File: config.mk
export PLATFORM = sky130hd
export DESIGN_NAME = rdsc_ctrl
export DESIGN_NICKNAME = d
export VERILOG_FILES = /design/src/rdsc_pkg.sv /design/src/rdsc_seg_enc.sv /design/src/rdsc_ctrl.sv
export SDC_FILE = /design/constraint.sdc
export NUM_CORES = 1
export LEC_CHECK = 0
export BUFFER_PORTS_ARGS = -buffer_cell sky130_fd_sc_hd__buf_2
export CAP_MARGIN = 40
export CORE_AREA = 4 4 146 92
export CTS_CLUSTER_SIZE = 25
export DETAILED_ROUTE_END_ITERATION = 6
export DIE_AREA = 0 0 150 96
export GPL_ROUTABILITY_DRIVEN = 1
export PLACE_DENSITY = 0.91
export SYNTH_ARGS = -nofsm -noshare
export SYNTH_HDL_FRONTEND = slang
export SYNTH_HIERARCHICAL = 1
export SYNTH_SLANG_ARGS = --single-unit
File: constraint.sdc
create_clock -name clk -period 5.19 [get_ports clk]
set_clock_uncertainty 0.15 [all_clocks]
set_input_delay 0.7785 -clock clk [delete_from_list [all_inputs] [get_ports clk]]
set_output_delay 0.7785 -clock clk [all_outputs]
set_load 0.03 [all_outputs]
File: src/rdsc_pkg.sv
/*
  shared constants and types of the redundancy device switch control:
  transfer steps, display codes, backup input points, timing figures.
  assumes a 25 MHz core clock.
*/
package rdsc_pkg;

  localparam int CLK_KHZ = 25000;

  // maximum scan times, in ms, and their cycle counts
  localparam int SCAN_SHORT_MS = 150;
  localparam int SCAN_LONG_MS = 250;
  localparam int SCAN_SHORT_CYC = SCAN_SHORT_MS * CLK_KHZ;
  localparam int SCAN_LONG_CYC = SCAN_LONG_MS * CLK_KHZ;

  // half period of the flashing display, in ms
  localparam int FLASH_MS = 250;
  localparam int FLASH_CYC = FLASH_MS * CLK_KHZ;

  localparam int RELAY_COUNT = 12;

  // register numbers moved by the transfers
  localparam logic [15:0] RETURN_REG = 16'h00FE;
  localparam logic [15:0] FULL_FIRST_REG = 16'h0001;
  localparam logic [15:0] FULL_LAST_REG = 16'h1000;

  // backup indication input points
  localparam logic [10:0] DEFAULT_BACKUP_INPUT = 11'h400;
  localparam logic [10:0] ALTERNATE_BACKUP_INPUT = 11'h3FE;

  // status digit values
  localparam logic [3:0] DIG_HUNG_BUS = 4'h4;
  localparam logic [3:0] DIG_STORAGE = 4'h5;
  localparam logic [3:0] DIG_PROGRAM = 4'h6;
  localparam logic [3:0] DIG_DATA_CTRL = 4'h7;
  localparam logic [3:0] DIG_SELF = 4'h8;
  localparam logic [3:0] DIG_CPU_SWITCH = 4'h9;

  // transfer steps, walked in this order
  localparam logic [2:0] STEP_INPUT = 3'h0;
  localparam logic [2:0] STEP_TIMEBASE = 3'h1;
  localparam logic [2:0] STEP_OUTPUT = 3'h2;
  localparam logic [2:0] STEP_TRANSITION = 3'h3;
  localparam logic [2:0] STEP_OVERRIDE = 3'h4;
  localparam logic [2:0] STEP_FULL_REGS = 3'h5;
  localparam logic [2:0] STEP_RANGE = 3'h6;
  localparam logic [2:0] STEP_RETURN = 3'h7;
  localparam logic [2:0] STEP_LAST = 3'h7;

  typedef enum logic [2:0] {
    XK_INPUT,
    XK_TIMEBASE,
    XK_OUTPUT,
    XK_TRANSITION,
    XK_OVERRIDE,
    XK_REGS
  } rdsc_kind_e;

endpackage

File: src/rdsc_seg_enc.sv
/*
  seven segment encoder for the status digit, with blanking.
  assumes segments gfedcba, active high, and a digit of 0..9.
*/
`timescale 1ns/1ps
module rdsc_seg_enc (
  input wire logic clk,
  input wire logic nrst,
  input wire logic [3:0] digit,
  input wire logic blank,
  output logic [6:0] seg
);

  function automatic logic [6:0] encode(input logic [3:0] d);
    logic [6:0] s;
    s = 7'h00;
    unique case (d)
      4'h0: s = 7'h3F;
      4'h1: s = 7'h06;
      4'h2: s = 7'h5B;
      4'h3: s = 7'h4F;
      4'h4: s = 7'h66;
      4'h5: s = 7'h6D;
      4'h6: s = 7'h7D;
      4'h7: s = 7'h07;
      4'h8: s = 7'h7F;
      4'h9: s = 7'h6F;
      default: s = 7'h40;
    endcase
    return s;
  endfunction

  wire logic [6:0] nxt_seg;
  assign nxt_seg = blank ? 7'h00 : encode(digit);

  logic [6:0] seg_ff;
  always_ff @(posedge clk or negedge nrst) begin
    if (!nrst) begin
      seg_ff <= 7'h00;
    end else begin
      seg_ff <= nxt_seg;
    end
  end
  assign seg = seg_ff;

endmodule

File: src/rdsc_ctrl.sv
/*
  redundancy device switch control: relay changeover, master lamps,
  per-sweep and backup-entry transfer sequencing, backup input point,
  scan watchdog and status display.
  assumes sweep and backup-entry pulses and fault flags come from logic
  on clk; master select, run/hold and processor fail are pins.
*/
// Functional notes
// RL1: return option copies register 254 backup to master every sweep
// RL2: range option copies master registers start..end to backup per sweep
// RL3: output table option copies outputs and transitions each sweep
// RL4: full init on backup entry copies 4096 registers and all tables
// RL5: without full init, entry copies only option-chosen and default data
// RL6: backup indication on input 1024, or 1022 when alternate selected
// RL7: scan limit 150 ms by default, 250 ms when selected
// RL8: inputs and timer time base copied to backup every sweep
// RL9: each transfer option may also be set by master table bits
// RL10: first lamp lit for CPU1 master, second for CPU2 master
// RL11: normal digit 0..3 from redundant and auxiliary chain configuration
// RL12: error digits 4..9 for the six fault sources
// RL13: display flashes after the watchdog expires
// RL14: hold, processor failure or errors 5..9 stop kicking the watchdog; code reads the shown digit, so a hung bus (4) masks them
// RL15: relays rest on normally closed contacts when bus is CPU1
// RL16: relays energised onto normally open contacts when bus is CPU2
// RL17: twelve changeover relays switched together by master selection
// RL18: one transfer sequence at a time; sweeps during one are deferred
`timescale 1ns/1ps
module rdsc_ctrl #(
  parameter int RELAYS = rdsc_pkg::RELAY_COUNT,
  parameter int SCAN_SHORT_CYC = rdsc_pkg::SCAN_SHORT_CYC,
  parameter int SCAN_LONG_CYC = rdsc_pkg::SCAN_LONG_CYC,
  parameter int FLASH_CYC = rdsc_pkg::FLASH_CYC
) (
  input wire logic clk,
  input wire logic nrst,
  input wire logic cpu2Select,
  input wire logic runHoldHold,
  input wire logic processorFail,
  input wire logic sweepTick,
  input wire logic backupEntry,
  input wire logic backupReturnCopyOpt,
  input wire logic registerRangeCopy,
  input wire logic outputTableCopy,
  input wire logic fullBackupInit,
  input wire logic [3:0] tableOptBits,
  input wire logic backupBitSelect,
  input wire logic scanLimitSelect,
  input wire logic [15:0] rangeStartReg,
  input wire logic [15:0] rangeEndReg,
  input wire logic xferAck,
  input wire logic redundantChains,
  input wire logic auxChain,
  input wire logic hungBus,
  input wire logic storageFault,
  input wire logic programFault,
  input wire logic dataCtrlFault,
  input wire logic selfFault,
  input wire logic cpuSwitchFault,
  output logic [RELAYS-1:0] relayCoil,
  output logic cpu1Lamp,
  output logic cpu2Lamp,
  output logic xferReq,
  output rdsc_pkg::rdsc_kind_e xferKind,
  output logic xferFromBackup,
  output logic [15:0] xferFirst,
  output logic [15:0] xferLast,
  output logic xferBusy,
  output logic [10:0] backupPoint,
  output logic watchdogExpired,
  output logic [3:0] statusDigit,
  output logic [6:0] statusSeg
);

  initial begin
    if (RELAYS != 12) $error("relay count must be 12");
    if (SCAN_SHORT_CYC < 2 || SCAN_LONG_CYC < SCAN_SHORT_CYC)
      $error("scan limits out of range");
    if (FLASH_CYC < 1) $error("flash period out of range");
  end

  // pin synchronisers
  logic [2:0] pinMeta_ff;
  logic [2:0] pinSync_ff;
  always_ff @(posedge clk or negedge nrst) begin
    if (!nrst) begin
      pinMeta_ff <= 3'h0;
      pinSync_ff <= 3'h0;
    end else begin
      pinMeta_ff <= {processorFail, runHoldHold, cpu2Select};
      pinSync_ff <= pinMeta_ff;
    end
  end
  wire logic cpu2Master;
  wire logic holdSync;
  wire logic failSync;
  assign cpu2Master = pinSync_ff[0];
  assign holdSync = pinSync_ff[1];
  assign failSync = pinSync_ff[2];

  // relays and lamps
  logic [RELAYS-1:0] relay_ff;
  logic [1:0] lamp_ff;
  always_ff @(posedge clk or negedge nrst) begin
    if (!nrst) begin
      relay_ff <= '0;
      lamp_ff <= 2'h0;
    end else begin
      relay_ff <= {RELAYS{cpu2Master}}; // RL15 RL16 RL17
      lamp_ff <= {cpu2Master, ~cpu2Master}; // RL10
    end
  end
  assign relayCoil = relay_ff;
  assign cpu1Lamp = lamp_ff[0];
  assign cpu2Lamp = lamp_ff[1];

  // effective options: jumper or master table bit
  wire logic optReturn;
  wire logic optRange;
  wire logic optOutput;
  wire logic optFull;
  assign optReturn = backupReturnCopyOpt | tableOptBits[0]; // RL9
  assign optRange = registerRangeCopy | tableOptBits[1]; // RL9
  assign optOutput = outputTableCopy | tableOptBits[2]; // RL9
  assign optFull = fullBackupInit | tableOptBits[3]; // RL9

  // transfer sequencer
  typedef enum logic [1:0] {
    SQ_IDLE,
    SQ_SEEK,
    SQ_WAIT
  } rdsc_seq_e;

  rdsc_seq_e state_ff;
  logic [2:0] step_ff;
  logic initRun_ff;
  logic sweepPend_ff;
  logic entryPend_ff;
  logic req_ff;
  rdsc_pkg::rdsc_kind_e kind_ff;
  logic fromBackup_ff;
  logic [15:0] first_ff;
  logic [15:0] last_ff;

  // whether a step runs in this sequence
  function automatic logic stepOn(input logic [2:0] s, input logic full);
    logic on;
    on = 1'b0;
    unique case (s)
      rdsc_pkg::STEP_INPUT: on = 1'b1; // RL8
      rdsc_pkg::STEP_TIMEBASE: on = 1'b1; // RL8
      rdsc_pkg::STEP_OUTPUT: on = optOutput | full; // RL3 RL4
      rdsc_pkg::STEP_TRANSITION: on = optOutput | full; // RL3 RL4
      rdsc_pkg::STEP_OVERRIDE: on = full; // RL4 RL5
      rdsc_pkg::STEP_FULL_REGS: on = full; // RL4 RL5
      rdsc_pkg::STEP_RANGE: on = optRange && (rangeEndReg >= rangeStartReg);
      rdsc_pkg::STEP_RETURN: on = optReturn; // RL1
    endcase
    return on;
  endfunction

  function automatic rdsc_pkg::rdsc_kind_e stepKind(input logic [2:0] s);
    rdsc_pkg::rdsc_kind_e k;
    k = rdsc_pkg::XK_REGS;
    unique case (s)
      rdsc_pkg::STEP_INPUT: k = rdsc_pkg::XK_INPUT;
      rdsc_pkg::STEP_TIMEBASE: k = rdsc_pkg::XK_TIMEBASE;
      rdsc_pkg::STEP_OUTPUT: k = rdsc_pkg::XK_OUTPUT;
      rdsc_pkg::STEP_TRANSITION: k = rdsc_pkg::XK_TRANSITION;
      rdsc_pkg::STEP_OVERRIDE: k = rdsc_pkg::XK_OVERRIDE;
      default: k = rdsc_pkg::XK_REGS;
    endcase
    return k;
  endfunction

  wire logic fullNow;
  wire logic stepEnabled;
  wire logic lastStep;
  wire logic startAny;
  wire logic startInit;
  wire logic [15:0] stepFirst;
  wire logic [15:0] stepLast;
  assign fullNow = initRun_ff & optFull;
  assign stepEnabled = stepOn(step_ff, fullNow);
  assign lastStep = (step_ff == rdsc_pkg::STEP_LAST);
  // entry beats sweep: a fresh backup must be initialised first
  assign startInit = entryPend_ff | backupEntry;
  assign startAny = startInit | sweepPend_ff | sweepTick;
  assign stepFirst = (step_ff == rdsc_pkg::STEP_FULL_REGS) ?
    rdsc_pkg::FULL_FIRST_REG : (step_ff == rdsc_pkg::STEP_RANGE) ?
    rangeStartReg : rdsc_pkg::RETURN_REG; // RL1 RL2 RL4
  assign stepLast = (step_ff == rdsc_pkg::STEP_FULL_REGS) ?
    rdsc_pkg::FULL_LAST_REG : (step_ff == rdsc_pkg::STEP_RANGE) ?
    rangeEndReg : rdsc_pkg::RETURN_REG; // RL1 RL2 RL4

  rdsc_seq_e nxt_state;
  logic [2:0] nxt_step;
  logic nxt_initRun;
  logic nxt_req;
  logic nxt_sweepPend;
  logic nxt_entryPend;
  always_comb begin
    nxt_state = state_ff;
    nxt_step = step_ff;
    nxt_initRun = initRun_ff;
    nxt_req = req_ff;
    // set wins over consumption: a tick in the launch cycle stays pending
    nxt_sweepPend = sweepPend_ff | sweepTick; // RL18
    nxt_entryPend = entryPend_ff | backupEntry; // RL18
    unique case (state_ff)
      SQ_IDLE: begin
        if (startAny) begin
          nxt_state = SQ_SEEK;
          nxt_step = rdsc_pkg::STEP_INPUT;
          nxt_initRun = startInit;
          // consume the older request; a fresh pulse this cycle stays
          if (startInit) begin
            nxt_entryPend = entryPend_ff & backupEntry; // RL18
          end else begin
            nxt_sweepPend = sweepPend_ff & sweepTick; // RL18
          end
        end
      end
      SQ_SEEK: begin
        if (stepEnabled) begin
          nxt_req = 1'b1;
          nxt_state = SQ_WAIT;
        end else if (lastStep) begin
          nxt_state = SQ_IDLE;
        end else begin
          nxt_step = step_ff + 3'h1;
        end
      end
      SQ_WAIT: begin
        if (xferAck) begin
          nxt_req = 1'b0;
          if (lastStep) begin
            nxt_state = SQ_IDLE;
          end else begin
            nxt_state = SQ_SEEK;
            nxt_step = step_ff + 3'h1;
          end
        end
      end
    endcase
  end

  wire logic loadCmd;
  assign loadCmd = (state_ff == SQ_SEEK) && stepEnabled;

  always_ff @(posedge clk or negedge nrst) begin
    if (!nrst) begin
      state_ff <= SQ_IDLE;
      step_ff <= rdsc_pkg::STEP_INPUT;
      initRun_ff <= 1'b0;
      req_ff <= 1'b0;
      sweepPend_ff <= 1'b0;
      entryPend_ff <= 1'b0;
    end else begin
      state_ff <= nxt_state;
      step_ff <= nxt_step;
      initRun_ff <= nxt_initRun;
      req_ff <= nxt_req;
      sweepPend_ff <= nxt_sweepPend;
      entryPend_ff <= nxt_entryPend;
    end
  end

  // command words, held for the whole request
  always_ff @(posedge clk or negedge nrst) begin
    if (!nrst) begin
      kind_ff <= rdsc_pkg::XK_INPUT;
      fromBackup_ff <= 1'b0;
      first_ff <= 16'h0000;
      last_ff <= 16'h0000;
    end else if (loadCmd) begin
      kind_ff <= stepKind(step_ff);
      fromBackup_ff <= (step_ff == rdsc_pkg::STEP_RETURN); // RL1
      first_ff <= stepFirst; // RL2
      last_ff <= stepLast; // RL2
    end
  end

  assign xferReq = req_ff;
  assign xferKind = kind_ff;
  assign xferFromBackup = fromBackup_ff;
  assign xferFirst = first_ff;
  assign xferLast = last_ff;
  assign xferBusy = (state_ff != SQ_IDLE); // RL18

  // backup indication point
  logic [10:0] point_ff;
  always_ff @(posedge clk or negedge nrst) begin
    if (!nrst) begin
      point_ff <= rdsc_pkg::DEFAULT_BACKUP_INPUT;
    end else begin
      point_ff <= backupBitSelect ? rdsc_pkg::ALTERNATE_BACKUP_INPUT :
        rdsc_pkg::DEFAULT_BACKUP_INPUT; // RL6
    end
  end
  assign backupPoint = point_ff;

  // status digit: lowest error code wins, else configuration
  logic [3:0] digit;
  always_comb begin
    if (hungBus) begin
      digit = rdsc_pkg::DIG_HUNG_BUS; // RL12
    end else if (storageFault) begin
      digit = rdsc_pkg::DIG_STORAGE; // RL12
    end else if (programFault) begin
      digit = rdsc_pkg::DIG_PROGRAM; // RL12
    end else if (dataCtrlFault) begin
      digit = rdsc_pkg::DIG_DATA_CTRL; // RL12
    end else if (selfFault) begin
      digit = rdsc_pkg::DIG_SELF; // RL12
    end else if (cpuSwitchFault) begin
      digit = rdsc_pkg::DIG_CPU_SWITCH; // RL12
    end else begin
      digit = {2'b00, auxChain, redundantChains}; // RL11
    end
  end

  logic [3:0] digit_ff;
  always_ff @(posedge clk or negedge nrst) begin
    if (!nrst) begin
      digit_ff <= 4'h0;
    end else begin
      digit_ff <= digit;
    end
  end
  assign statusDigit = digit_ff;

  // watchdog on the sweep; the limit follows the scan selection
  wire logic errLatch;
  wire logic kick;
  wire logic [31:0] scanLimit;
  assign errLatch = (digit_ff >= rdsc_pkg::DIG_STORAGE); // RL14
  assign kick = sweepTick & ~holdSync & ~failSync & ~errLatch; // RL14
  assign scanLimit = scanLimitSelect ? 32'(SCAN_LONG_CYC) :
    32'(SCAN_SHORT_CYC); // RL7

  logic [31:0] wdCnt_ff;
  logic wdExp_ff;
  always_ff @(posedge clk or negedge nrst) begin
    if (!nrst) begin
      wdCnt_ff <= 32'h0000_0000;
      wdExp_ff <= 1'b0;
    end else begin
      if (kick) begin
        wdCnt_ff <= 32'h0000_0000;
      end else if (!wdExp_ff) begin
        wdCnt_ff <= wdCnt_ff + 32'h0000_0001;
      end
      // latched: a tripped unit needs a reset to recover
      if (!kick && wdCnt_ff >= scanLimit - 32'h0000_0001) begin
        wdExp_ff <= 1'b1; // RL7 RL14
      end
    end
  end
  assign watchdogExpired = wdExp_ff;

  // flash phase
  logic [31:0] flashCnt_ff;
  logic flashOff_ff;
  always_ff @(posedge clk or negedge nrst) begin
    if (!nrst) begin
      flashCnt_ff <= 32'h0000_0000;
      flashOff_ff <= 1'b0;
    end else if (!wdExp_ff) begin
      flashCnt_ff <= 32'h0000_0000;
      flashOff_ff <= 1'b0;
    end else if (flashCnt_ff == 32'(FLASH_CYC - 1)) begin
      flashCnt_ff <= 32'h0000_0000;
      flashOff_ff <= ~flashOff_ff; // RL13
    end else begin
      flashCnt_ff <= flashCnt_ff + 32'h0000_0001;
    end
  end

  rdsc_seg_enc u_seg (
    .clk(clk),
    .nrst(nrst),
    .digit(digit_ff),
    .blank(flashOff_ff), // RL13
    .seg(statusSeg)
  );

endmodule

# Word level (Yosys, flattened, before mapping)
# Memories as Yosys holds them, arrays and structs flattened.
# Index checks and enable logic that the tools add are counted.
[op_classes] add_sub_neg=4 div=0 magnitude_cmp=3 mux=41 n_eq_ne=17 n_bitwise=20 reduce_logical=15 n_mul=0 n_shift=0
[ops] operator="32-bit two-way mux" n=4
[ops] operator="32-bit by 1-bit adder with 32-bit output (second input constant)" n=2
[ops] operator="16-bit two-way mux" n=4
[ops] operator="32-bit by 23-bit == test with 1-bit output (second input constant)" n=1
[ops] operator="32-bit greater-or-equal comparator" n=1
[ops] operator="4-bit two-way mux" n=6
[ops] operator="23-bit by 1-bit subtractor with 24-bit output (second input constant)" n=1
[ops] operator="23-bit two-way mux" n=1
[ops] operator="16-bit greater-or-equal comparator" n=1
[ops] operator="3-bit case mux with 5 select lines" n=1
[ops] operator="3-bit == test (second input constant)" n=4
[ops] operator="3-bit two-way mux" n=4
[ops] operator="1-bit two-way mux" n=11
[ops] operator="11-bit two-way mux" n=1
[ops] operator="2-bit inequality test (second input constant)" n=5
[ops] operator="1-bit OR" n=9
[ops] operator="3-bit case mux with 3 select lines" n=1
[ops] operator="3-bit AND reduction" n=3
[ops] operator="2-bit two-way mux" n=4
[ops] operator="7-bit two-way mux" n=1
[ops] operator="1-bit AND" n=6
[ops] operator="3-bit by 2-bit == test with 1-bit output (second input constant)" n=2
[ops] operator="2-bit case mux with 3 select lines" n=1
[ops] operator="2-bit OR reduction" n=3
[ops] operator="other kinds (16)" n=23
[totals] mem_bits_ro=112 input_bits=58 elab_cells=122 latchBits=0 register_bits=142 memories=1 output_inout_bits=75 ramBits=0
[memory_table] memory="(no name shown)" depth=16 width=7 read_ports=1 rd_ports_with_merged_regs=0 wr=0 line="rdsc_seg_enc.sv:17" rtl="unique case (d)"

# Logic depth before layout (Yosys ltp)
[depth] depth_word=6 mapped_depth=11 depth_no_buf=8

# Hierarchy
# Netlist, hierarchy kept.
[by_module_without_submodules] mod="rdsc_ctrl" area_each_um2=6786.5 cells_per_inst=711 instances=1 seq_area_each_um2=3129.3
[by_module_without_submodules] mod="rdsc_seg_enc" area_each_um2=390.4 cells_per_inst=40 instances=1 seq_area_each_um2=175.2

# Worst setup path after synthesis
# No wires, ideal clock.
[synth_timing] kind="input port to flip-flop" startpoint="input rangeStartReg[5]" endpoint="register fromBackup_ff (netlist: xferFromBackup)" required_ps=4912 path_buffers=1 setup_ps=128 path_slack_ps=2354 cell_stages=9 arrival_time_ps=2558 cell_sequence="inv_1 ha_1 nand2_1 nor3_1 a21oi_1 o41ai_2 o211a_4 buf_6 mux2_1"
[synth_via] elab_chain_cells=4
[synth_lines] element="from (decl)" line="rdsc_ctrl.sv:48" rtl="input wire logic [15:0] rangeStartReg,"
[synth_lines] element="16-bit greater-or-equal comparator" line="rdsc_ctrl.sv:155" rtl="rdsc_pkg::STEP_RANGE: on = optRange && (rangeEndReg >= rangeStartReg);"
[synth_lines] element="1-bit logical AND" line="rdsc_ctrl.sv:155"
[synth_lines] element="1-bit case mux with 5 select lines" line="rdsc_ctrl.sv:148" rtl="unique case (s)"
[synth_lines] element="1-bit logical AND" line="rdsc_ctrl.sv:248" rtl="assign loadCmd = (state_ff == SQ_SEEK) && stepEnabled;"
[synth_lines] element="to (signal assigned)" line="rdsc_ctrl.sv:277" rtl="fromBackup_ff <= (step_ff == rdsc_pkg::STEP_RETURN);"
[synth_lines] element="to (decl)" line="rdsc_ctrl.sv:140" rtl="logic fromBackup_ff;"
# Every way passes these cells.
# A chain may end at the register's enable or synchronous reset.

# Worst setup path after layout
[layout_timing] startpoint="register step_ff[2]" endpoint="register first_ff[0] (netlist: xferFirst[0])"
[layout_via] elab_chain_cells=4 elab_cells_between_ends=15 cone_classes="eq/ne (7); mux (3); reduce/logical (5)"
[layout_lines] element="from (decl)" line="rdsc_ctrl.sv:134" rtl="logic [2:0] step_ff;"
[layout_lines] element="from (signal assigned)" line="rdsc_ctrl.sv:253" rtl="step_ff <= rdsc_pkg::STEP_INPUT;"
[layout_lines] element="from (signal assigned)" line="rdsc_ctrl.sv:260" rtl="step_ff <= nxt_step;"
[layout_lines] element="3-bit == test, or another cell as far along" line="rdsc_ctrl.sv:148, rdsc_ctrl.sv:188"
[layout_lines] element="2-bit OR reduction (no line)"
[layout_lines] element="1-bit case mux with 5 select lines" line="rdsc_ctrl.sv:148"
[layout_lines] element="1-bit logical AND" line="rdsc_ctrl.sv:248"
[layout_lines] element="to (signal assigned)" line="rdsc_ctrl.sv:278" rtl="first_ff <= stepFirst;"
[layout_lines] element="to (decl)" line="rdsc_ctrl.sv:141" rtl="logic [15:0] first_ff;"
# Parallel ways exist; a longest one is shown, timed or not.

==> summary.txt <==
Outcome
  • Result of the run: finished, final reports clean

Yosys
  • Number of enable flip-flop cells after synthesis: 0
  • Number of storage elements in the synthesis netlist: approximately 130
  • Post-synthesis instance total: around 750
  • Sequential element share of the synthesized area: 0.460
  • Share of the synthesized area in the top cell type: 0.457
  • Main flop type after synthesis: sky130_fd_sc_hd__dfrtp_1
  • Number of library cell types mapped by synthesis: 64
  • Post-synthesis cell area: approximately 7000 um^2
  • Yosys warning count: 6
  • Area contributors post-synth: sky130_fd_sc_hd__dfrtp_1 (46%), sky130_fd_sc_hd__ha_1 (7.3%), sky130_fd_sc_hd__nor2_1 (5.4%)
  • Most area-hungry cell type in the Yosys netlist: sky130_fd_sc_hd__dfrtp_1
  • Share of flip-flops with an asynchronous set or reset: 1.00
  • Post-Syn Nets: approximately 850
  • Mapped Avg Cell Area: 9.56 um^2

Placed design
  • Dpl hpwl: about 12000 um
  • Placed insts: just over 1000
  • Global placement routability congestion: 0.852
  • Number of buffer cells added on primary ports: ~130
  • Setup slack after placement: 1390 ps
  • Placed Area: 7820 um^2

Power
  • Maximum vdd drop: 0.000302 V
  • PwrDens: 415 nW/um^2
  • Static power due to leakage: ~4.2 nW

Timing
  • Worst Max-Slew Pin Slew: 863 ps
  • RSZ-0062 raised after global routing: false
  • Count of endpoints failing hold in the final timing report: 0
  • Worst slew slack as a fraction of its limit: 0.424
  • Final setup violation count: 0
  • Max Clock Freq: ~300 MHz
  • Time the final worst path needs with I/O delays and setup: 3380 ps
  • Part of the cycle the worst path needs: 0.651
  • Final Worst Setup Slack: roughly 1800 ps
  • Total Negative Setup Slacks: 0 ps
  • Total count of max-transition violations in the final report: 0

CTS
  • TritonCTS clock tree: built
  • Master cell of the clock root buffer: sky130_fd_sc_hd__clkbuf_16
  • CTS buffer count: 17
  • Post-cts resize count: 0
  • TritonCTS Sinks: 132
  • Buffers from clock root to sink, at most: 2
  • Setup repair bufs after CTS: 0
  • Hold buffers post-CTS: 0
  • CTS H-tree lvls: 4
  • Clock slew at reported path FFs: 60 ps
  • Clock insertion delay at the later pin of the skew report: around 420 ps

Global routing
  • GRT Resource Usage Total: 0.258
  • Antenna violations before repair: 0
  • First-pass GRT wire length: slightly below 30000 um
  • Pin count of the biggest net entering global routing: between 60 and 70
  • Total congestion overflow: 0
  • Vias in the first global route: 5976

Critical path
  • R2R cell count: 8
  • Crit Path Category: register to register
  • Data arrival time of the worst path: 3520 ps
  • Slack of the worst reg-to-reg path: about 1800 ps
  • Terminus of the critical flop-to-flop path: xferFirst[0]$_DFFE_PN0P_
  • Worst R2R Start: step_ff[2]$_DFFE_PN0P_
  • Critical path capture point type: register
  • Required time worst endpoint: between 5000 and 6000 ps
  • Sort of element at the start of the critical path: register
  • Largest fanout on the critical path: 39

Worst hold path
  • Worst hold path class: register to register
  • Worst Hold Launch: pinMeta_ff[0]$_DFF_PN0_
  • Worst hold path stage count: 0
  • Sink of the worst hold path: pinSync_ff[0]$_DFF_PN0_

Drt
  • Vias per Instance: 5.84
  • Final WL: 18400 um
  • Routed length per placed instance: around 18 um
  • Antenna viol nets, final: 0
  • DRT iter0 DRCs: 510
  • Total number of vias: about 6100
  • Number of optimization iterations in the first detailed-route pass: 7
  • Detailed-route DRC error count: 0

Layout
  • Fillers: a little over 800
  • Count of nets after finishing: about 970
  • Fraction of final layout cells sized beyond drive strength 1: 0.209
  • Final design area excluding fillers: around 8500 um^2
  • Number of standard cells in the final layout excluding fillers: around 1000
  • Area growth from synthesis to layout: 17.8%
  • Antenna diode count: 0
  • Sequential cell area: roughly 3300 um^2
  • Leading cell type in the layout, fill and taps excluded: sky130_fd_sc_hd__dfrtp_1
  • Most frequent cells in the layout: sky130_fd_sc_hd__dfrtp_1 (131), sky130_fd_sc_hd__buf_2 (130), sky130_fd_sc_hd__nor2_1 (103)
  • Area of combinational cells with multiple inputs: between 3000 and 4000 um^2

Flow run
  • Count of maximum capacitance violations: 0

Floorplan
  • Row count: 31
  • Width of the chip: roughly 150 um
  • Vertical die dimension: about 96 um
  • Effective utilization at floorplan: 0.601
  • Core Area: 11900 um^2
  • Top-Level Pins: around 130
  • Die area: roughly 14000 um^2
[cell families (layout without fill, tap and decap cells)]
group | count (synthesis) | in the layout | share of synthesized area
simple gates | 277 | 277 | 0.186
xor+xnor | 59 | 59 | 0.0720
compound gates | 88 | 88 | 0.0786
buf+inv | 114 | 240 | 0.0751
flops | 132 | 132 | 0.460
fa+ha+maj | 42 | 42 | 0.0732
other cells | 1 | 1 | 0.000523
mux | 38 | 38 | 0.0539
[synth_stat cells, drive strengths merged (6+ instances only)]
library cell and count:
xor2 34, nor2 103, buf 30, nand4 18
nand2 54, dfrtp 131, nor4 8, inv 72
nor3 21, a21oi 20, xnor2 25, mux2i 33
and3 10, or3 6, o21ai 34, clkbuf 12
nand3 34, ha 42
[cell type report]
cell class	instances	share of cell area
Clock buffer	20	0.0540
Clock inverter	11	0.0206
Inverter	72	0.0320
Multi-Input combinational cell	505	0.394
Sequential cell	132	0.391
Tap cell	165	0.0244
Timing Repair Buffer	137	0.0840
[sequential cells by signal, indices dropped and copies added, names as in the netlist, 2 cells and up]
register / count
xferKind: 3
statusDigit: 4
xferLast: 16
wdCnt_ff: 32
u_seg/seg: 7
xferFirst: 16
flashCnt_ff: 32
state_ff: 2
pinMeta_ff: 3
step_ff: 3
backupPoint: 2
lamp_ff: 2
pinSync_ff: 3
[how the worst max path moves through the flow]
| stage | from | to | depth (start not counted) |
|---|---|---|---|
| floorplan | rangeStartReg[5] | xferFromBackup$_DFFE_PN0P_ | 9 |
| global placement | rangeStartReg[0] | xferLast[12]$_DFFE_PN0P_ | 8 |
| detailed placement | rangeStartReg[15] | xferFirst[0]$_DFFE_PN0P_ | 7 |
| CTS | rangeStartReg[2] | xferFirst[0]$_DFFE_PN0P_ | 9 |
| global route | step_ff[2]$_DFFE_PN0P_ | xferFirst[0]$_DFFE_PN0P_ | 8 |
| finish | step_ff[2]$_DFFE_PN0P_ | xferFirst[0]$_DFFE_PN0P_ | 8 |
[per-stage QoR]
| stage | hold slack (ps) | power, W | utilization |
|---|---|---|---|
| 2_1_floorplan | 181 | 0.00199 | - |
| 3_3_place_gp | 184 | 0.00216 | 0.652 |
| 3_5_place_dp | 189 | 0.00219 | 0.654 |
| 4_1_cts | 199 | 0.00350 | 0.707 |
| 5_1_grt | 201 | 0.00364 | 0.708 |
| 6_report | 198 | 0.00351 | 0.708 |
[worst max-delay path, cell delays in order (launching register included)]
cell and delay (ps):
sky130_fd_sc_hd__dfrtp_1 620, sky130_fd_sc_hd__inv_1 170, sky130_fd_sc_hd__ha_1 350, sky130_fd_sc_hd__nor4b_2 390, sky130_fd_sc_hd__nor3_1 170, sky130_fd_sc_hd__nor4_4 460, sky130_fd_sc_hd__nand2_2 130, sky130_fd_sc_hd__o211a_4 380
sky130_fd_sc_hd__mux2_1 420
[report_power, final]
part,leakage (nW),internal [W],total (W),switching [W]
combinational,2.19,0.000368,0.00101,0.000646
sequential,1.67,0.00113,0.00121,0.0000840
clock,0.299,0.000830,0.00129,0.000456
[routing by layer]
layer | global-route usage | routed length, um
met5 | 0 | 0
met4 | 0.0784 | 313
met3 | 0.0456 | 1390
met2 | 0.419 | 8750
met1 | 0.360 | 7970
Power figures use the tool's default switching activity.
